==> src/hdl/wdt_pkg.sv <==
// Shared constants for the watchdog, sleep and wake-up block
package wdt_pkg;
  // ==========================================================
  // Register map (byte addresses, AXI4-Lite)
  localparam logic [11:0] ADDR_CONFIG  = 12'h000;
  localparam logic [11:0] ADDR_STATUS  = 12'h004;
  localparam logic [11:0] OPTION_INDEX = 12'h081;
  localparam logic [11:0] ADDR_OPTION  = OPTION_INDEX << 2;
  // ==========================================================
  // Fields and reset values
  localparam int          CFG_WDT_EN_BIT = 2;
  localparam int          CFG_OSC_LSB    = 0;
  localparam logic [1:0]  OSC_LP         = 2'h0;
  localparam logic [1:0]  OSC_XT         = 2'h1;
  localparam logic [1:0]  OSC_HS         = 2'h2;
  localparam logic [1:0]  OSC_RC         = 2'h3;
  localparam logic [7:0]  CONFIG_RESET   = 8'h07;
  localparam int          OPT_ASSIGN_BIT = 3;
  localparam int          OPT_RATIO_LSB  = 0;
  localparam logic [7:0]  OPTION_RESET   = 8'hFF;
  localparam int          ST_ASLEEP_BIT  = 0;
  localparam int          ST_STARTUP_BIT = 1;
  localparam int          ST_PD_BIT      = 3;
  localparam int          ST_TO_BIT      = 4;
  localparam logic [12:0] IRQ_VECTOR     = 13'h0004;
  localparam logic [1:0]  RESP_OKAY      = 2'h0;
  localparam logic [1:0]  RESP_SLVERR    = 2'h2;
  // ==========================================================
  // Timing
  localparam int OSC_PERIOD_NS = 20;
  localparam int CLK_PERIOD_NS = 20;
  localparam int OST_PERIODS   = 1024;
  localparam int OST_CYCLES    = (OST_PERIODS * OSC_PERIOD_NS + CLK_PERIOD_NS - 1) / CLK_PERIOD_NS;
  localparam int WDT_BASE_TICKS_DEF = 256;
endpackage

==> src/hdl/wdt_count_if.sv <==
// Link between the sleep controller and the shared prescale counter
`timescale 1ns/10ps
`default_nettype none
interface wdt_count_if;
  logic       clear;
  logic       wdt_tick;
  logic       tmr0_tick;
  logic       enable;
  logic       assign_wdt;
  logic [2:0] ratio;
  logic       expire;
  logic       tmr0_inc;
  modport ctrl    (output clear, wdt_tick, tmr0_tick, enable, assign_wdt, ratio,
                   input expire, tmr0_inc);
  modport counter (input clear, wdt_tick, tmr0_tick, enable, assign_wdt, ratio,
                   output expire, tmr0_inc);
endinterface
`default_nettype wire

==> src/hdl/prescale_counter.sv <==
// Watchdog base counter and the prescaler shared with Timer0
`timescale 1ns/10ps
`default_nettype none
module prescale_counter #(
  parameter int BASE_TICKS = wdt_pkg::WDT_BASE_TICKS_DEF
) (
  input wire logic   clk,
  input wire logic   rst_b,
  wdt_count_if.counter cnt
);
  import wdt_pkg::*;
  localparam int BW = $clog2(BASE_TICKS);

  if (BASE_TICKS < 2) begin : g_chk
    $error("BASE_TICKS must be at least 2");
  end

  logic [BW-1:0] base_cnt;
  logic [7:0]    shared_cnt;
  logic          base_tc;
  logic [7:0]    wdt_last;
  logic [7:0]    t0_last;

  assign base_tc  = cnt.enable && cnt.wdt_tick && (base_cnt == BW'(BASE_TICKS - 1));
  assign wdt_last = (8'h01 << cnt.ratio) - 8'h01;
  assign t0_last  = (8'h02 << cnt.ratio) - 8'h01;

  // ==========================================================
  // Base period, counted on the RC oscillator ticks
  always_ff @(posedge clk) begin
    if (!rst_b || cnt.clear || !cnt.enable) begin
      base_cnt <= '0;
    end else if (cnt.wdt_tick) begin
      base_cnt <= base_tc ? '0 : base_cnt + BW'(1);
    end
  end

  // ==========================================================
  // One counter, owned by either the watchdog or Timer0
  always_ff @(posedge clk) begin
    if (!rst_b) begin
      shared_cnt <= '0;
    end else if (cnt.assign_wdt) begin
      if (cnt.clear) begin
        shared_cnt <= '0;
      end else if (base_tc) begin
        shared_cnt <= (shared_cnt == wdt_last) ? '0 : shared_cnt + 8'h01;
      end
    end else if (cnt.tmr0_tick) begin
      shared_cnt <= (shared_cnt == t0_last) ? '0 : shared_cnt + 8'h01;
    end
  end

  always_ff @(posedge clk) begin
    if (!rst_b) begin
      cnt.expire   <= 1'b0;
      cnt.tmr0_inc <= 1'b0;
    end else begin
      cnt.expire   <= base_tc && !cnt.clear && (!cnt.assign_wdt || shared_cnt == wdt_last);
      cnt.tmr0_inc <= cnt.tmr0_tick && (cnt.assign_wdt || shared_cnt == t0_last);
    end
  end

  a_clear_zeroes: assert property (
    @(posedge clk) disable iff (!rst_b)
    cnt.clear |=> base_cnt == '0 && !cnt.expire)
    else $error("watchdog clear did not zero the count");
endmodule
`default_nettype wire

==> src/hdl/startup_delay.sv <==
// Oscillator start-up wait before execution resumes
`timescale 1ns/10ps
`default_nettype none
module startup_delay #(
  parameter int CYCLES = wdt_pkg::OST_CYCLES
) (
  input  wire logic clk,
  input  wire logic rst_b,
  input  wire logic abort,
  input  wire logic start,
  output logic      done
);
  localparam int CW = $clog2(CYCLES + 1);

  if (CYCLES < 1) begin : g_chk
    $error("CYCLES must be at least 1");
  end

  logic [CW-1:0] left;
  logic          busy;
  logic [CW-1:0] span;

  always_ff @(posedge clk) begin
    if (!rst_b || abort) begin
      busy <= 1'b0;
      left <= '0;
      done <= 1'b0;
    end else if (start) begin
      busy <= 1'b1;
      left <= CW'(CYCLES - 1);
      done <= 1'b0;
    end else begin
      done <= busy && left == '0;
      busy <= busy && left != '0;
      left <= (left != '0) ? left - CW'(1) : left;
    end
  end

  // Span of the wait, seen only by the check below
  always_ff @(posedge clk) begin
    if (!rst_b || start) begin
      span <= '0;
    end else if (busy) begin
      span <= span + CW'(1);
    end
  end

  a_startup_span: assert property (
    @(posedge clk) disable iff (!rst_b)
    done && !$past(abort) |-> span == CW'(CYCLES))
    else $error("start-up wait has the wrong length");
endmodule
`default_nettype wire

==> src/hdl/watchdog_sleep_wakeup.sv <==
// Watchdog, sleep entry and wake-up control with an AXI4-Lite register port
//
// The implementer's own choice: the AXI4-Lite slave port.
`timescale 1ns/10ps
`default_nettype none
// Operation
// Watchdog counts ticks of its own oscillator
// Expiry while running resets the device
// Expiry while asleep wakes and resumes
// Any expiry clears the timeout flag; one in the same cycle as a sleep leaves it set
// Cleared enable fuse stops the watchdog
// Shared prescaler, owner bit, three-bit ratio
// Clear or sleep zeroes count and postscaler
// Clear zeroes prescaler, keeps owner setting
// Sleep: clear watchdog, flags, oscillator off
// Pins hold their drive during sleep
// Reset pin resets; other wakes continue
// Powerdown flag set at power-up only
// Only clockless sources wake from sleep
// Next instruction prefetched during sleep
// Wake needs source enable, ignores global
// Run next instruction, then vector if enabled
// Pending enabled interrupt makes sleep a no-op
// Late interrupt: full sleep, then wake
// Crystal modes wait 1024 periods after wake
// Only return address saved on entry
// Software clears watchdog, checks flag after
// Base period is a parameter, scaled by ratio
module watchdog_sleep_wakeup #(
  parameter int         IRQ_COUNT       = 8,
  parameter logic [7:0] SLEEP_WAKE_MASK = 8'hFF,
  parameter int         WDT_BASE_TICKS  = wdt_pkg::WDT_BASE_TICKS_DEF
) (
  input  wire logic                 CLK,
  input  wire logic                 RST_B,
  input  wire logic [11:0]          AWADDR,
  input  wire logic                 AWVALID,
  output logic                      AWREADY,
  input  wire logic [31:0]          WDATA,
  input  wire logic [3:0]           WSTRB,
  input  wire logic                 WVALID,
  output logic                      WREADY,
  output logic [1:0]                BRESP,
  output logic                      BVALID,
  input  wire logic                 BREADY,
  input  wire logic [11:0]          ARADDR,
  input  wire logic                 ARVALID,
  output logic                      ARREADY,
  output logic [31:0]               RDATA,
  output logic [1:0]                RRESP,
  output logic                      RVALID,
  input  wire logic                 RREADY,
  input  wire logic                 WDT_OSC_TICK,
  input  wire logic                 TMR0_CLK_TICK,
  output logic                      TMR0_INCREMENT,
  input  wire logic                 CLEAR_WATCHDOG_INSTR,
  input  wire logic                 SLEEP_INSTR,
  input  wire logic                 GLOBAL_IRQ_ENABLE,
  input  wire logic [IRQ_COUNT-1:0] IRQ_FLAGS,
  input  wire logic [IRQ_COUNT-1:0] IRQ_ENABLES,
  input  wire logic                 MASTER_CLEAR_PIN_B,
  output logic                      DEVICE_RESET,
  output logic                      WATCHDOG_RESET,
  output logic                      PREFETCH_NEXT,
  output logic                      CORE_HALT,
  output logic                      RESUME,
  output logic                      VECTOR_AFTER_NEXT,
  output logic [12:0]               VECTOR_ADDR,
  output logic                      IO_HOLD,
  output logic                      OSC_DRIVER_ON,
  output logic                      TIMEOUT_FLAG,
  output logic                      POWERDOWN_FLAG
);
  import wdt_pkg::*;

  if (IRQ_COUNT < 1 || IRQ_COUNT > 8) begin : g_chk
    $error("IRQ_COUNT must be 1 to 8");
  end

  typedef enum logic [1:0] {MODE_RUN, MODE_ASLEEP, MODE_STARTUP} mode_e;

  mode_e      mode;
  logic [7:0] config_word;
  logic [7:0] timer_prescale_option;
  logic       timeout_flag;
  logic       powerdown_flag;
  logic       master_clear_pin;
  logic       wdt_enabled;
  logic       crystal_mode;
  logic       irq_pending;
  logic       irq_wake;
  logic       sleep_exec;
  logic       sleep_nop;
  logic       wdt_reset_evt;
  logic       wdt_wake_evt;
  logic       wake;
  logic       start_delay;
  logic       delay_done;
  logic       next_resume;
  logic       wr_take;
  logic       rd_take;
  logic [7:0] wake_mask;

  wdt_count_if cnt_if ();

  // ==========================================================
  // Event decode
  assign master_clear_pin         = !MASTER_CLEAR_PIN_B;
  assign wdt_enabled  = config_word[CFG_WDT_EN_BIT];
  assign crystal_mode = config_word[CFG_OSC_LSB +: 2] != OSC_RC;
  assign wake_mask    = SLEEP_WAKE_MASK;
  assign irq_pending  = |(IRQ_FLAGS & IRQ_ENABLES);
  // Sources that need on-chip clocks stay masked while asleep
  assign irq_wake     = |(IRQ_FLAGS & IRQ_ENABLES & wake_mask[IRQ_COUNT-1:0]);
  assign sleep_exec   = SLEEP_INSTR && mode == MODE_RUN && !irq_pending && !master_clear_pin;
  assign sleep_nop    = SLEEP_INSTR && mode == MODE_RUN && irq_pending;
  assign wdt_reset_evt = cnt_if.expire && mode != MODE_ASLEEP;
  assign wdt_wake_evt  = cnt_if.expire && mode == MODE_ASLEEP;
  assign wake         = mode == MODE_ASLEEP && !master_clear_pin && (wdt_wake_evt || irq_wake);
  assign start_delay  = wake && crystal_mode;
  assign next_resume  = (wake && !crystal_mode) || (mode == MODE_STARTUP && delay_done && !master_clear_pin);

  // ==========================================================
  // Watchdog and shared prescaler
  assign cnt_if.clear      = (CLEAR_WATCHDOG_INSTR && mode == MODE_RUN) || sleep_exec;
  assign cnt_if.wdt_tick   = WDT_OSC_TICK;
  assign cnt_if.tmr0_tick  = TMR0_CLK_TICK;
  assign cnt_if.enable     = wdt_enabled;
  assign cnt_if.assign_wdt = timer_prescale_option[OPT_ASSIGN_BIT];
  assign cnt_if.ratio      = timer_prescale_option[OPT_RATIO_LSB +: 3];
  assign TMR0_INCREMENT    = cnt_if.tmr0_inc;

  prescale_counter #(
    .BASE_TICKS (WDT_BASE_TICKS)
  ) u_counter (
    .clk   (CLK),
    .rst_b (RST_B),
    .cnt   (cnt_if.counter)
  );

  startup_delay #(
    .CYCLES (OST_CYCLES)
  ) u_startup (
    .clk   (CLK),
    .rst_b (RST_B),
    .abort (master_clear_pin),
    .start (start_delay),
    .done  (delay_done)
  );

  // ==========================================================
  // Sleep state
  always_ff @(posedge CLK) begin
    if (!RST_B) begin
      mode <= MODE_RUN;
    end else begin
      unique case (mode)
        MODE_RUN: begin
          if (sleep_exec) begin
            mode <= MODE_ASLEEP;
          end
        end
        MODE_ASLEEP: begin
          if (master_clear_pin) begin
            mode <= MODE_RUN;
          end else if (start_delay) begin
            mode <= MODE_STARTUP;
          end else if (wake) begin
            mode <= MODE_RUN;
          end
        end
        MODE_STARTUP: begin
          if (master_clear_pin || delay_done) begin
            mode <= MODE_RUN;
          end
        end
      endcase
    end
  end

  // ==========================================================
  // Status flags; a sleep in the same cycle as an expiry wins
  always_ff @(posedge CLK) begin
    if (!RST_B) begin
      timeout_flag   <= 1'b1;
      powerdown_flag <= 1'b1;
    end else begin
      if (sleep_exec) begin
        timeout_flag   <= 1'b1;
        powerdown_flag <= 1'b0;
      end else if (cnt_if.expire) begin
        timeout_flag <= 1'b0;
      end
    end
  end

  // ==========================================================
  // Core-facing strobes
  always_ff @(posedge CLK) begin
    if (!RST_B) begin
      DEVICE_RESET      <= 1'b0;
      WATCHDOG_RESET    <= 1'b0;
      RESUME            <= 1'b0;
      VECTOR_AFTER_NEXT <= 1'b0;
    end else begin
      DEVICE_RESET      <= wdt_reset_evt || master_clear_pin;
      WATCHDOG_RESET    <= wdt_reset_evt;
      RESUME            <= next_resume;
      // Core runs the next instruction, then pushes only its return address
      VECTOR_AFTER_NEXT <= next_resume && GLOBAL_IRQ_ENABLE;
    end
  end

  assign PREFETCH_NEXT  = SLEEP_INSTR && mode == MODE_RUN;
  assign CORE_HALT      = mode != MODE_RUN;
  assign IO_HOLD        = mode != MODE_RUN;
  assign OSC_DRIVER_ON  = mode != MODE_ASLEEP;
  assign VECTOR_ADDR    = IRQ_VECTOR;
  assign TIMEOUT_FLAG   = timeout_flag;
  assign POWERDOWN_FLAG = powerdown_flag;

  // ==========================================================
  // AXI4-Lite slave: address and data taken together
  assign wr_take = AWVALID && WVALID && !BVALID;
  assign AWREADY = wr_take;
  assign WREADY  = wr_take;
  assign rd_take = ARVALID && !RVALID;
  assign ARREADY = rd_take;

  always_ff @(posedge CLK) begin
    if (!RST_B) begin
      config_word <= CONFIG_RESET;
    end else if (wr_take && AWADDR == ADDR_CONFIG && WSTRB[0]) begin
      config_word <= WDATA[7:0];
    end
  end

  // Option falls back to its reset value on any device reset
  always_ff @(posedge CLK) begin
    if (!RST_B || wdt_reset_evt || master_clear_pin) begin
      timer_prescale_option <= OPTION_RESET;
    end else if (wr_take && AWADDR == ADDR_OPTION && WSTRB[0]) begin
      timer_prescale_option <= WDATA[7:0];
    end
  end

  always_ff @(posedge CLK) begin
    if (!RST_B) begin
      BVALID <= 1'b0;
      BRESP  <= RESP_OKAY;
    end else if (wr_take) begin
      BVALID <= 1'b1;
      BRESP  <= (AWADDR == ADDR_CONFIG || AWADDR == ADDR_OPTION || AWADDR == ADDR_STATUS)
                ? RESP_OKAY : RESP_SLVERR;
    end else if (BREADY) begin
      BVALID <= 1'b0;
    end
  end

  always_ff @(posedge CLK) begin
    if (!RST_B) begin
      RVALID <= 1'b0;
      RRESP  <= RESP_OKAY;
      RDATA  <= 32'h00000000;
    end else if (rd_take) begin
      RVALID <= 1'b1;
      RRESP  <= RESP_OKAY;
      RDATA  <= 32'h00000000;
      unique case (ARADDR)
        ADDR_CONFIG: RDATA[7:0] <= config_word;
        ADDR_OPTION: RDATA[7:0] <= timer_prescale_option;
        ADDR_STATUS: begin
          RDATA[ST_ASLEEP_BIT]  <= mode == MODE_ASLEEP;
          RDATA[ST_STARTUP_BIT] <= mode == MODE_STARTUP;
          RDATA[ST_PD_BIT]      <= powerdown_flag;
          RDATA[ST_TO_BIT]      <= timeout_flag;
        end
        default: RRESP <= RESP_SLVERR;
      endcase
    end else if (RREADY) begin
      RVALID <= 1'b0;
    end
  end

  // ==========================================================
  // Checks
  a_sleep_entry: assert property (
    @(posedge CLK) disable iff (!RST_B)
    sleep_exec |=> mode == MODE_ASLEEP && timeout_flag && !powerdown_flag && !OSC_DRIVER_ON)
    else $error("sleep entry did not set flags and stop oscillator");

  a_sleep_noop: assert property (
    @(posedge CLK) disable iff (!RST_B)
    sleep_nop && !cnt_if.expire && !master_clear_pin |=>
      mode == MODE_RUN && $stable(timeout_flag) && $stable(powerdown_flag))
    else $error("sleep with pending interrupt was not a no-op");

  a_run_expiry: assert property (
    @(posedge CLK) disable iff (!RST_B)
    cnt_if.expire && mode == MODE_RUN |=> DEVICE_RESET && WATCHDOG_RESET)
    else $error("expiry while running gave no reset");

  a_sleep_expiry: assert property (
    @(posedge CLK) disable iff (!RST_B)
    wdt_wake_evt && !master_clear_pin |=> mode != MODE_ASLEEP && !WATCHDOG_RESET && !DEVICE_RESET)
    else $error("expiry while asleep did not wake cleanly");

  a_timeout_clear: assert property (
    @(posedge CLK) disable iff (!RST_B)
    cnt_if.expire && !sleep_exec |=> !timeout_flag)
    else $error("timeout flag not cleared on expiry");

  a_fuse_off: assert property (
    @(posedge CLK) disable iff (!RST_B)
    !wdt_enabled ##1 !wdt_enabled |-> !cnt_if.expire)
    else $error("watchdog expired while disabled");

  a_pins_held: assert property (
    @(posedge CLK) disable iff (!RST_B)
    mode == MODE_ASLEEP |-> IO_HOLD && CORE_HALT)
    else $error("pins not held during sleep");

  a_pin_reset: assert property (
    @(posedge CLK) disable iff (!RST_B)
    mode == MODE_ASLEEP && master_clear_pin |=> DEVICE_RESET && mode == MODE_RUN && !RESUME)
    else $error("reset pin did not reset from sleep");

  a_powerdown_hold: assert property (
    @(posedge CLK) disable iff (!RST_B)
    !powerdown_flag |=> !powerdown_flag)
    else $error("powerdown flag set outside power-up");

  a_irq_wake: assert property (
    @(posedge CLK) disable iff (!RST_B)
    mode == MODE_ASLEEP && irq_wake && !master_clear_pin && !crystal_mode |=> RESUME ##1 mode == MODE_RUN)
    else $error("enabled interrupt did not wake");

  a_resume_vector: assert property (
    @(posedge CLK) disable iff (!RST_B)
    RESUME |-> VECTOR_AFTER_NEXT == $past(GLOBAL_IRQ_ENABLE))
    else $error("vector request does not follow global enable");
endmodule
`default_nettype wire

==> config.mk <==
export PLATFORM = sky130hd
export DESIGN_NAME = watchdog_sleep_wakeup
export DESIGN_NICKNAME = d
export VERILOG_FILES = /design/src/hdl/wdt_pkg.sv /design/src/hdl/wdt_count_if.sv /design/src/hdl/prescale_counter.sv /design/src/hdl/startup_delay.sv /design/src/hdl/watchdog_sleep_wakeup.sv
export SDC_FILE = /design/constraint.sdc
export NUM_CORES = 1
export LEC_CHECK = 0
export ABC_AREA = 1
export BUFFER_PORTS_ARGS = -buffer_cell sky130_fd_sc_hd__buf_4
export CORE_MARGIN = 8
export CORE_UTILIZATION = 44
export CTS_CLUSTER_SIZE = 14
export DETAILED_ROUTE_END_ITERATION = 10
export PLACE_DENSITY = 0.76
export SYNTH_ARGS = -nofsm -noshare
export SYNTH_HDL_FRONTEND = slang
export SYNTH_SLANG_ARGS = --single-unit
==> constraint.sdc <==
create_clock -name CLK -period 1.7 [get_ports CLK]
set_input_delay 0.34 -clock CLK [delete_from_list [all_inputs] [get_ports CLK]]
set_output_delay 0.34 -clock CLK [all_outputs]
set_load 0.03 [all_outputs]
**Word level (Yosys, flattened, before mapping)**

Cells that the tools add are included.
W data, S select, Z words.

- Register bits after elaboration: 69
- Bits of input ports: 89
- Output and inout port bits: 65
- Logic and storage cells: 138

- $add $sub $neg: 5
- Equal/unequal tests: 15
- Shift operators: 2
- Muxes and demuxes: 26
- Bitwise operators: 2
- Reduce and logical (&&, ||, !) cells: 66

Operators by type and width:

| cell | count |
|---|---|
| $mux W8 | 7 |
| $logic_and A1 B1 Y1 | 27 |
| $eq A12 B10 Y1 const B | 2 |
| $eq A12 B3 Y1 const B | 2 |
| $logic_not A12 Y1 | 2 |
| $mux W10 | 2 |
| $pmux W2 S3 | 3 |
| $add A8 B1 Y8 const B | 2 |
| $eq A8 B8 Y1 | 2 |
| $sub A8 B1 Y8 const B | 2 |
| $logic_or A1 B1 Y1 | 14 |
| $mux W2 | 7 |
| $logic_not A11 Y1 | 1 |
| $reduce_bool A11 Y1 | 1 |
| $sub A11 B1 Y11 const B | 1 |
| $reduce_bool A2 Y1 | 5 |
| $logic_not A1 Y1 | 9 |
| $and A8 B8 Y8 | 1 |
| $eq A8 B8 Y1 const B | 1 |
| $reduce_or A8 Y1 | 1 |
| $shl A1 B3 Y8 const A | 1 |
| $shl A2 B3 Y8 const A | 1 |
| $ne A2 B2 Y1 const B | 3 |
| $pmux W3 S2 | 1 |
| 13 further kinds | 18 |

**Longest topological paths before layout**

Gate-level depths: netlist of the first run.

- Word-level depth: 9
- Depth in mapped cells: 16
- Gate-level depth less buffers: 15

**By module**

Synthesis of the first run repeated with hierarchy kept, for this count alone.

- Cell total of the unflattened synthesis: 626
- Area, all modules: 4232.8 um2

By module, submodules not included:

| module | instances | cells each | area an instance (um2) | seq. area each (um2) |
|---|---|---|---|---|
| watchdog_sleep_wakeup | 1 | 300 | 2099.5 | 720.7 |
| prescale_counter | 1 | 216 | 1337.5 | 360.3 |
| startup_delay | 1 | 110 | 795.8 | 260.2 |

**Least setup slack after synthesis of the first run**

OpenSTA, ideal clock, no wires.

- Path type: register to register
- From: register timer_prescale_option[1]
- To: register u_counter.shared_cnt[1]
- Library setup time: 0.117 ns
- Data arrival time: 1.723 ns
- Data required time: 1.583 ns
- Path slack: -0.140 ns
- Stages on the path, launching flop included: 17
- Buffers on the path: 1
- Clock period less this slack: 1.840 ns
- Path through: dfxtp_1 buf_2 nor2_4 nand2_1 ha_1 inv_1 nand2_1 nand2_1 nand3_1 nor2_1 nand2_1 nor2_1 nand2_1 nand2_1 nand3_1 nand2_2 nor2_1

- Cells in the longest elaborated chain, start to end: 7
- Elaborated cells between the ends (all ways): 12
- Classes of those cells: add/sub: 2; eq/ne: 2; shift: 2; mux: 6

RTL lines:

| what | line | RTL |
|---|---|---|
| start: declaration | watchdog_sleep_wakeup.sv:84 | `logic [7:0] timer_prescale_option;` |
| start signal: assignment | watchdog_sleep_wakeup.sv:243 | `timer_prescale_option <= WDATA[7:0];` |
| $shl A1 B3 Y8 | prescale_counter.sv:25 | `assign wdt_last = (8'h01 << cnt.ratio) - 8'h01;` |
| $sub A8 B1 Y8 | prescale_counter.sv:25 |  |
| $eq A8 B8 Y1 | prescale_counter.sv:47 | `shared_cnt <= (shared_cnt == wdt_last) ? '0 : shared_cnt + 8'h01;` |
| $mux W8 | prescale_counter.sv:47 |  |
| $mux W8 | prescale_counter.sv:46 | `end else if (base_tc) begin` |
| $mux W8 | prescale_counter.sv:44 | `if (cnt.clear) begin` |
| $mux W8 (*) | prescale_counter.sv:43 | `end else if (cnt.assign_wdt) begin` |
| end signal: assignment | prescale_counter.sv:47 |  |
| end signal: assignment | prescale_counter.sv:50 | `shared_cnt <= (shared_cnt == t0_last) ? '0 : shared_cnt + 8'h01;` |
| end: declaration | prescale_counter.sv:19 | `logic [7:0] shared_cnt;` |

Mark *: on every way between the ends. The rest lies on a longest branch, timed or not. The select of a mux whose other input is x is not followed.
A chain may end at the register's enable or synchronous reset.

**Worst setup path in the final report of the first run**

- From: register timer_prescale_option[0]
- To: register u_counter.shared_cnt[2]

Same word-level chain as after synthesis.

==> impl_metrics.toml, run 1 <==
[outcome]
status = "complete, but fails checks"
violations = "setup timing"

[layout]
design_area_um2 = 4960
final_common_cell = "nand2_1"
area_growth_pct = 28.95
layout.nets = 786
antenna_cells = 0
drive_above_1_share = 0.2561
final_cell_mix = "140 x nand2_1, 106 x buf_4, 68 x nor2_1, 65 x dfxtp_1, 61 x inv_1"
final-instance-count-excl-fill = 803
fin_util = 0.5772

[drt]
avgViaCountPerCell = 4.746
first_iter_violations = 255
drtPass1Iterations = 4
drc = 0
vias = 3811
drt-total-wl_mm = 10.01
wl_per_cell_um = 12.47
drtAntennaViolNets = 0

[clock_tree]
cts_made_buffers = 9
cts_tree = "built"
cts_root_buffer = "clkbuf_8"
clk_pin_slew_ns = 0.07
clkLatencyLatePin_ns = 0.34
clockBufferDepth = 2
clock-sinks = 67
holdBufCountCts = 0
h-tree-depth = 3

[power_and_ir_drop]
seq_power_share = 0.349
comb_power_share = 0.395
p_leak_nw = 2.493
intPower_w = 0.003290
ir_worst_vdd_mv = 1.392
switching_power_w = 0.002019
switching_share = 0.3803
power_density_nw_per_um2 = 1070
clockPowerShare = 0.255

[grt]
grt_overflow_total = 0
grt.busiest_layer = "met2"
use_met3 = 0.04924
grt_pass1_vias = 3727
grt_pass1_wl_mm = 16.46
grt_use_met1 = 0.1918
grt_usage = 0.1679
met2_usage = 0.2954
antenna_found_initial = 0
grt_max_degree = 22

[logic_synthesis]
synth_edf_count = 0
synthesis.instances = 581
ys_ff_latch = 67
ys_warn_count = 0
post_synth.cell_area_avg_um2 = 6.620
synthXorXnorAreaFrac = 0.01822
yosys.area_share.simple = 0.3240
synth.top_cell.area_share = 0.3487
netlist_top_cells_area = "dfxtp_1 35%, nand2_1 14%, buf_4 8.0%"
synth.distinct_cells = 36
yosysTopAreaCell = "dfxtp_1"
synth_top_family_by_area = "simple AND/OR/NAND/NOR gates"
synthArstFlopShare = 0
synth_compound_area_frac = 0.1152
ys_seq_area_frac = 0.3487
synthMuxAreaShare = 0
synthFlopType = "dfxtp_1"
synth.cell_area_um2 = 3846
synth_fa_ha_area_frac = 0.02277

[floorplanning]
start_util = 0.4476
rows = 34
io_pins = 154
die_w_um = 109.5
die_area_um2 = 11990
die_y_um = 109.5
core_area_um2 = 8593

[place]
placed_area_um2 = 4642
port_buffers = 87
post-place-cells = 786
dp_hpwl_mm = 7.777
gp_congestion = 0.8605

[worst_setup_path]
end_kind = "flop"
r2r_slack_ns = -0.16
worstPathCellList = "buf_6 -> nor2_4 -> nand2_2 -> ha_4 -> nand2_1 -> nand2_1 -> nand3_1 -> nor2_1 -> nand2_1 -> nor2_2 -> nand2_1 -> nand2_2 -> nand3_2 -> nand2_4 -> nor2_1"
path_class = "flop to flop"
worstPathArrival_ns = 2.10
crit_top_cell = "nand2_1"
crit_fanout = 8
worstReg2RegEnd = "u_counter.shared_cnt[2]"
crit_path_end = "u_counter.shared_cnt[2]"
cp-start-kind = "flop"
r2r_cells = 15
cp.required_ns = 1.94
r2r_start = "timer_prescale_option[0]"
path_buf_inv = 1
worst-path-stages = 15
crit_slowest_cell = "dfxtp_2"
crit_family = "simple AND/OR/NAND/NOR gates"
crit_start = "timer_prescale_option[0]"
max_stage_delay_ns = 0.33

[sta]
final_max_slew_viol_count = 0
min_period_over_period = 1.096
finalSetupViolCount = 10
max_freq_mhz = 536.7
period_needed_ns = 1.863
grt_setup_unrepaired = "yes"
fin_ws_ns = -0.1631
fin_tns_setup_ns = -1.439
hold_violations = 0
fin_skew_ns = 0.008575

[min_path]
hold_class = "primary input to flop"

[run]
drv_cap = 0
==> power groups by stage <==
stage / Combinational (W) / Sequential, W / Clock (W)
floorplan: 0.00137 / 0.00188 / 0
global placement: 0.00176 / 0.00187 / 0
detailed placement: 0.00180 / 0.00187 / 0
CTS: 0.00181 / 0.00184 / 0.00138
global route: 0.00236 / 0.00188 / 0.00144
finish: 0.00210 / 0.00185 / 0.00136
==> cell type report <==
| class | count | area [um2] |
|---|---|---|
| Clock inverter | 5 | 61.31 |
| Multi-Input combinational cell | 425 | 2107 |
| Inverter | 75 | 281.5 |
| Tap cell | 108 | 135.1 |
| Fill cell | 810 | 3633 |
| Clock buffer | 11 | 141.4 |
| Timing Repair Buffer | 112 | 889.6 |
| Sequential cell | 67 | 1344 |
==> synthesized netlist by cell type, types with 3 or more instances <==
cell and number:
a21oi_1 30, nand2_1 146, inv_2 11, buf_4 41, ha_1 7, nand4_1 6
o21ai_0 15, o211ai_1 16, nand3_1 39, xor2_1 7, clkbuf_1 4, inv_1 64
o21ai_1 14, nor3_1 6, dfxtp_1 67, buf_2 4, nand3b_1 4, nor2_1 76
nand2_2 3
==> state kept, by name, summed over array words and instances (netlist names), 2 cells and up <==
name                   count
timer_prescale_option      8
mode                       2
u_counter.base_cnt         8
config_word                8
u_startup.left            11
u_counter.shared_cnt       8
RDATA                      8
==> routing by layer <==
layer	wire [um]	vias to the layer above
met5	0	-
met4	128	0
met3	638	12
met2	5186	88
met1	4061	1723
li1	-	1988
==> metrics by stage <==
step                hold WS (ns)  power [W]  setup WS [ns]
global placement          0.4311   0.003628        -0.1658
global route              0.2100   0.005682        -0.3189
floorplan                 0.4224   0.003251       -0.03135
finish                    0.2155   0.005309        -0.1631
CTS                       0.2087   0.005029        -0.1930
detailed placement        0.4413   0.003671        -0.2003
==> worst min-delay path: stages <==
cell    delay, ns
buf_4        0.08
inv_1        0.03
nor2_1       0.08
==> repair_timing <==
item / CTS / global route
buffers inserted: 1 / 0
setup endpoints to repair: 12 / 29
endpoints found under the hold margin: 0 / 0
resized for setup: 8 / 26
pin swaps: 7 / 12
==> how the worst min path moves through the flow <==
stage                             from                 end  slack, ns  cells after the start
floorplan               u_startup.busy      u_startup.done       0.42                      2
global placement    u_startup.left[10]  u_startup.left[10]       0.43                      2
detailed placement  u_startup.left[10]  u_startup.left[10]       0.44                      2
CTS                  GLOBAL_IRQ_ENABLE   VECTOR_AFTER_NEXT       0.21                      3
global route        MASTER_CLEAR_PIN_B        DEVICE_RESET       0.21                      2
finish               GLOBAL_IRQ_ENABLE   VECTOR_AFTER_NEXT       0.22                      3
==> cell families after synthesis <==
kind of cell,count (synthesis)
other,2
and+or+nand+nor,292
AOI/OAI and AO/OA,79
DFF,67
xor gates and xnor gates,8
buffers and inverters,126
adders and majority gates,7
No activity file was read; power rests on OpenSTA's default activity.
==> run 2, diff against run 1 <==
--- a/config.mk
+++ b/config.mk
@@ -6,7 +6,7 @@
 export NUM_CORES = 1
 export LEC_CHECK = 0
 export ABC_AREA = 1
-export BUFFER_PORTS_ARGS = -buffer_cell sky130_fd_sc_hd__buf_4
+export BUFFER_PORTS_ARGS = -buffer_cell sky130_fd_sc_hd__buf_2
 export CORE_MARGIN = 8
 export CORE_UTILIZATION = 44
 export CTS_CLUSTER_SIZE = 14
==> impl_metrics.toml, run 2 (synthesis gave the netlist of run 1 again) <==
[layout]
antenna_cells = 0
area_growth_pct = 22.58
final_common_cell = "nand2_1"
final_cell_mix = "142 x nand2_1, 85 x buf_2, 71 x nor2_1, 63 x dfxtp_1, 62 x inv_1"
drive_above_1_share = 0.2489
largest-register = "u_startup.left"
layout.nets = 790
fin_util = 0.5486
largest_register_ffs = 11

[power_and_ir_drop]
intPower_w = 0.003098
ir_worst_vdd_mv = 1.191
comb_power_share = 0.373
power_density_nw_per_um2 = 1062
seq_power_share = 0.368
clockPowerShare = 0.259
switching_power_w = 0.001911
p_leak_nw = 2.447
switching_share = 0.3815

[outcome]
violations = "setup timing"
status = "complete, but fails checks"

[clock_tree]
cts_root_buffer = "clkbuf_8"
clkLatencyLatePin_ns = 0.35
cts_made_buffers = 9
clockBufferDepth = 2
cts_tree = "built"
clock-sinks = 67
h-tree-depth = 3
holdBufCountCts = 0
clk_pin_slew_ns = 0.07

[drt]
drc = 0
drtPass1Iterations = 4
vias = 3850
avgViaCountPerCell = 4.771
drt-total-wl_mm = 9.830
wl_per_cell_um = 12.18
drtAntennaViolNets = 0
first_iter_violations = 185

[min_path]
min-delay-start = "GLOBAL_IRQ_ENABLE"
worstHoldEndpoint = "VECTOR_AFTER_NEXT"
hold_class = "primary input to flop"
holdPathStages = 3

[worst_setup_path]
r2r_slack_ns = -0.13
crit_family = "simple AND/OR/NAND/NOR gates"
end_kind = "flop"
crit_slowest_cell = "dfxtp_4"
path_class = "flop to flop"
path_buf_inv = 0
r2r_start = "timer_prescale_option[1]"
crit_top_cell = "nand2_1"
cp-start-kind = "flop"
worstReg2RegEnd = "u_counter.shared_cnt[1]"
worstPathCellList = "nor2_4 -> nand2_2 -> ha_4 -> nand2_1 -> nand2_1 -> nand3_1 -> nor2_1 -> nand2_1 -> nor2_1 -> nand2_1 -> nand2_1 -> nand3_2 -> nand2_4 -> nor2_1"
r2r_cells = 14
worstPathArrival_ns = 2.06
max_stage_delay_ns = 0.36
cp.required_ns = 1.93
crit_fanout = 8

[sta]
finalSetupViolCount = 10
max_freq_mhz = 547.9
min_period_over_period = 1.074
fin_ws_ns = -0.1250
final_max_slew_viol_count = 0
grt_setup_unrepaired = "yes"
period_needed_ns = 1.825
fin_skew_ns = 0.01019
hold_violations = 0
fin_tns_setup_ns = -1.068

[floorplanning]
die_y_um = 109.5
die_area_um2 = 11990
die_w_um = 109.5
core_area_um2 = 8593
io_pins = 154
rows = 34
start_util = 0.4476

[grt]
met2_usage = 0.2946
grt_usage = 0.1644
antenna_found_initial = 0
grt_pass1_vias = 3809
use_met3 = 0.04748
grt.busiest_layer = "met2"
grt_pass1_wl_mm = 16.20
grt_use_met1 = 0.1804
grt_max_degree = 17
grt_overflow_total = 0

[place]
dp_hpwl_mm = 7.755
gp_congestion = 0.8959
port_buffers = 87
dp_slack_ns = -0.1688

[run]
drv_cap = 0
[run 2: worst max path at each step]
stage	startpoint	to	cells after the start
finish	timer_prescale_option[1]	u_counter.shared_cnt[1]	14
floorplan	timer_prescale_option[1]	u_counter.shared_cnt[1]	15
global placement	timer_prescale_option[0]	u_counter.shared_cnt[3]	14
global route	timer_prescale_option[1]	u_counter.shared_cnt[1]	14
detailed placement	timer_prescale_option[0]	u_counter.shared_cnt[5]	14
CTS	timer_prescale_option[1]	u_counter.shared_cnt[1]	14
[run 2: area by class of cell]
class,instances,area (um2)
fillers,873,3879
multi-input cells,425,2073
flip-flops and latches,67,1349
repair buffers,116,690.7
inverters,75,281.5
well taps,108,135.1
clock buffers,11,131.4
clock inverters,5,53.80
[run 2: tightest hold or removal path, delay by kind of cell]
family,cells,cell delay [ns]
buffers and inverters,2,0.13
AND/OR/NAND/NOR,1,0.03
[run 2: power by group through the flow]
stage / clock [W] / combinational, W / sequential (W)
after floorplan: 0 / 0.00137 / 0.00188
after global placement: 0 / 0.00170 / 0.00187
after detailed placement: 0 / 0.00175 / 0.00187
after CTS: 0.00132 / 0.00177 / 0.00184
after global routing: 0.00138 / 0.00214 / 0.00186
final: 0.00130 / 0.00187 / 0.00184
[run 2: through the flow]
step                      power [W]  hold WS (ns)  std cells  instance area, um2
final                      0.005009        0.2072        807                4715
after global placement     0.003566        0.4333        789                4434
after CTS                  0.004924        0.1971        807                4668
after detailed placement   0.003619        0.4452        789                4434
after floorplan            0.003251        0.4224        618                4011
after global routing       0.005385        0.1977        807                4715
[run 2: timing repair]
| item | 4_1_cts | 5_1_grt |
|---|---|---|
| setup buffers | 2 | 0 |
| endpoints found under the setup margin | 12 | 27 |
| gates resized for setup | 12 | 15 |
| pin swaps | 8 | 3 |
[run 2: metal layers]
layer | part of all wire | routed length [um]
met5 | 0 | 0
met4 | 0.013 | 125
met3 | 0.056 | 555
met2 | 0.51 | 5014
met1 | 0.42 | 4136
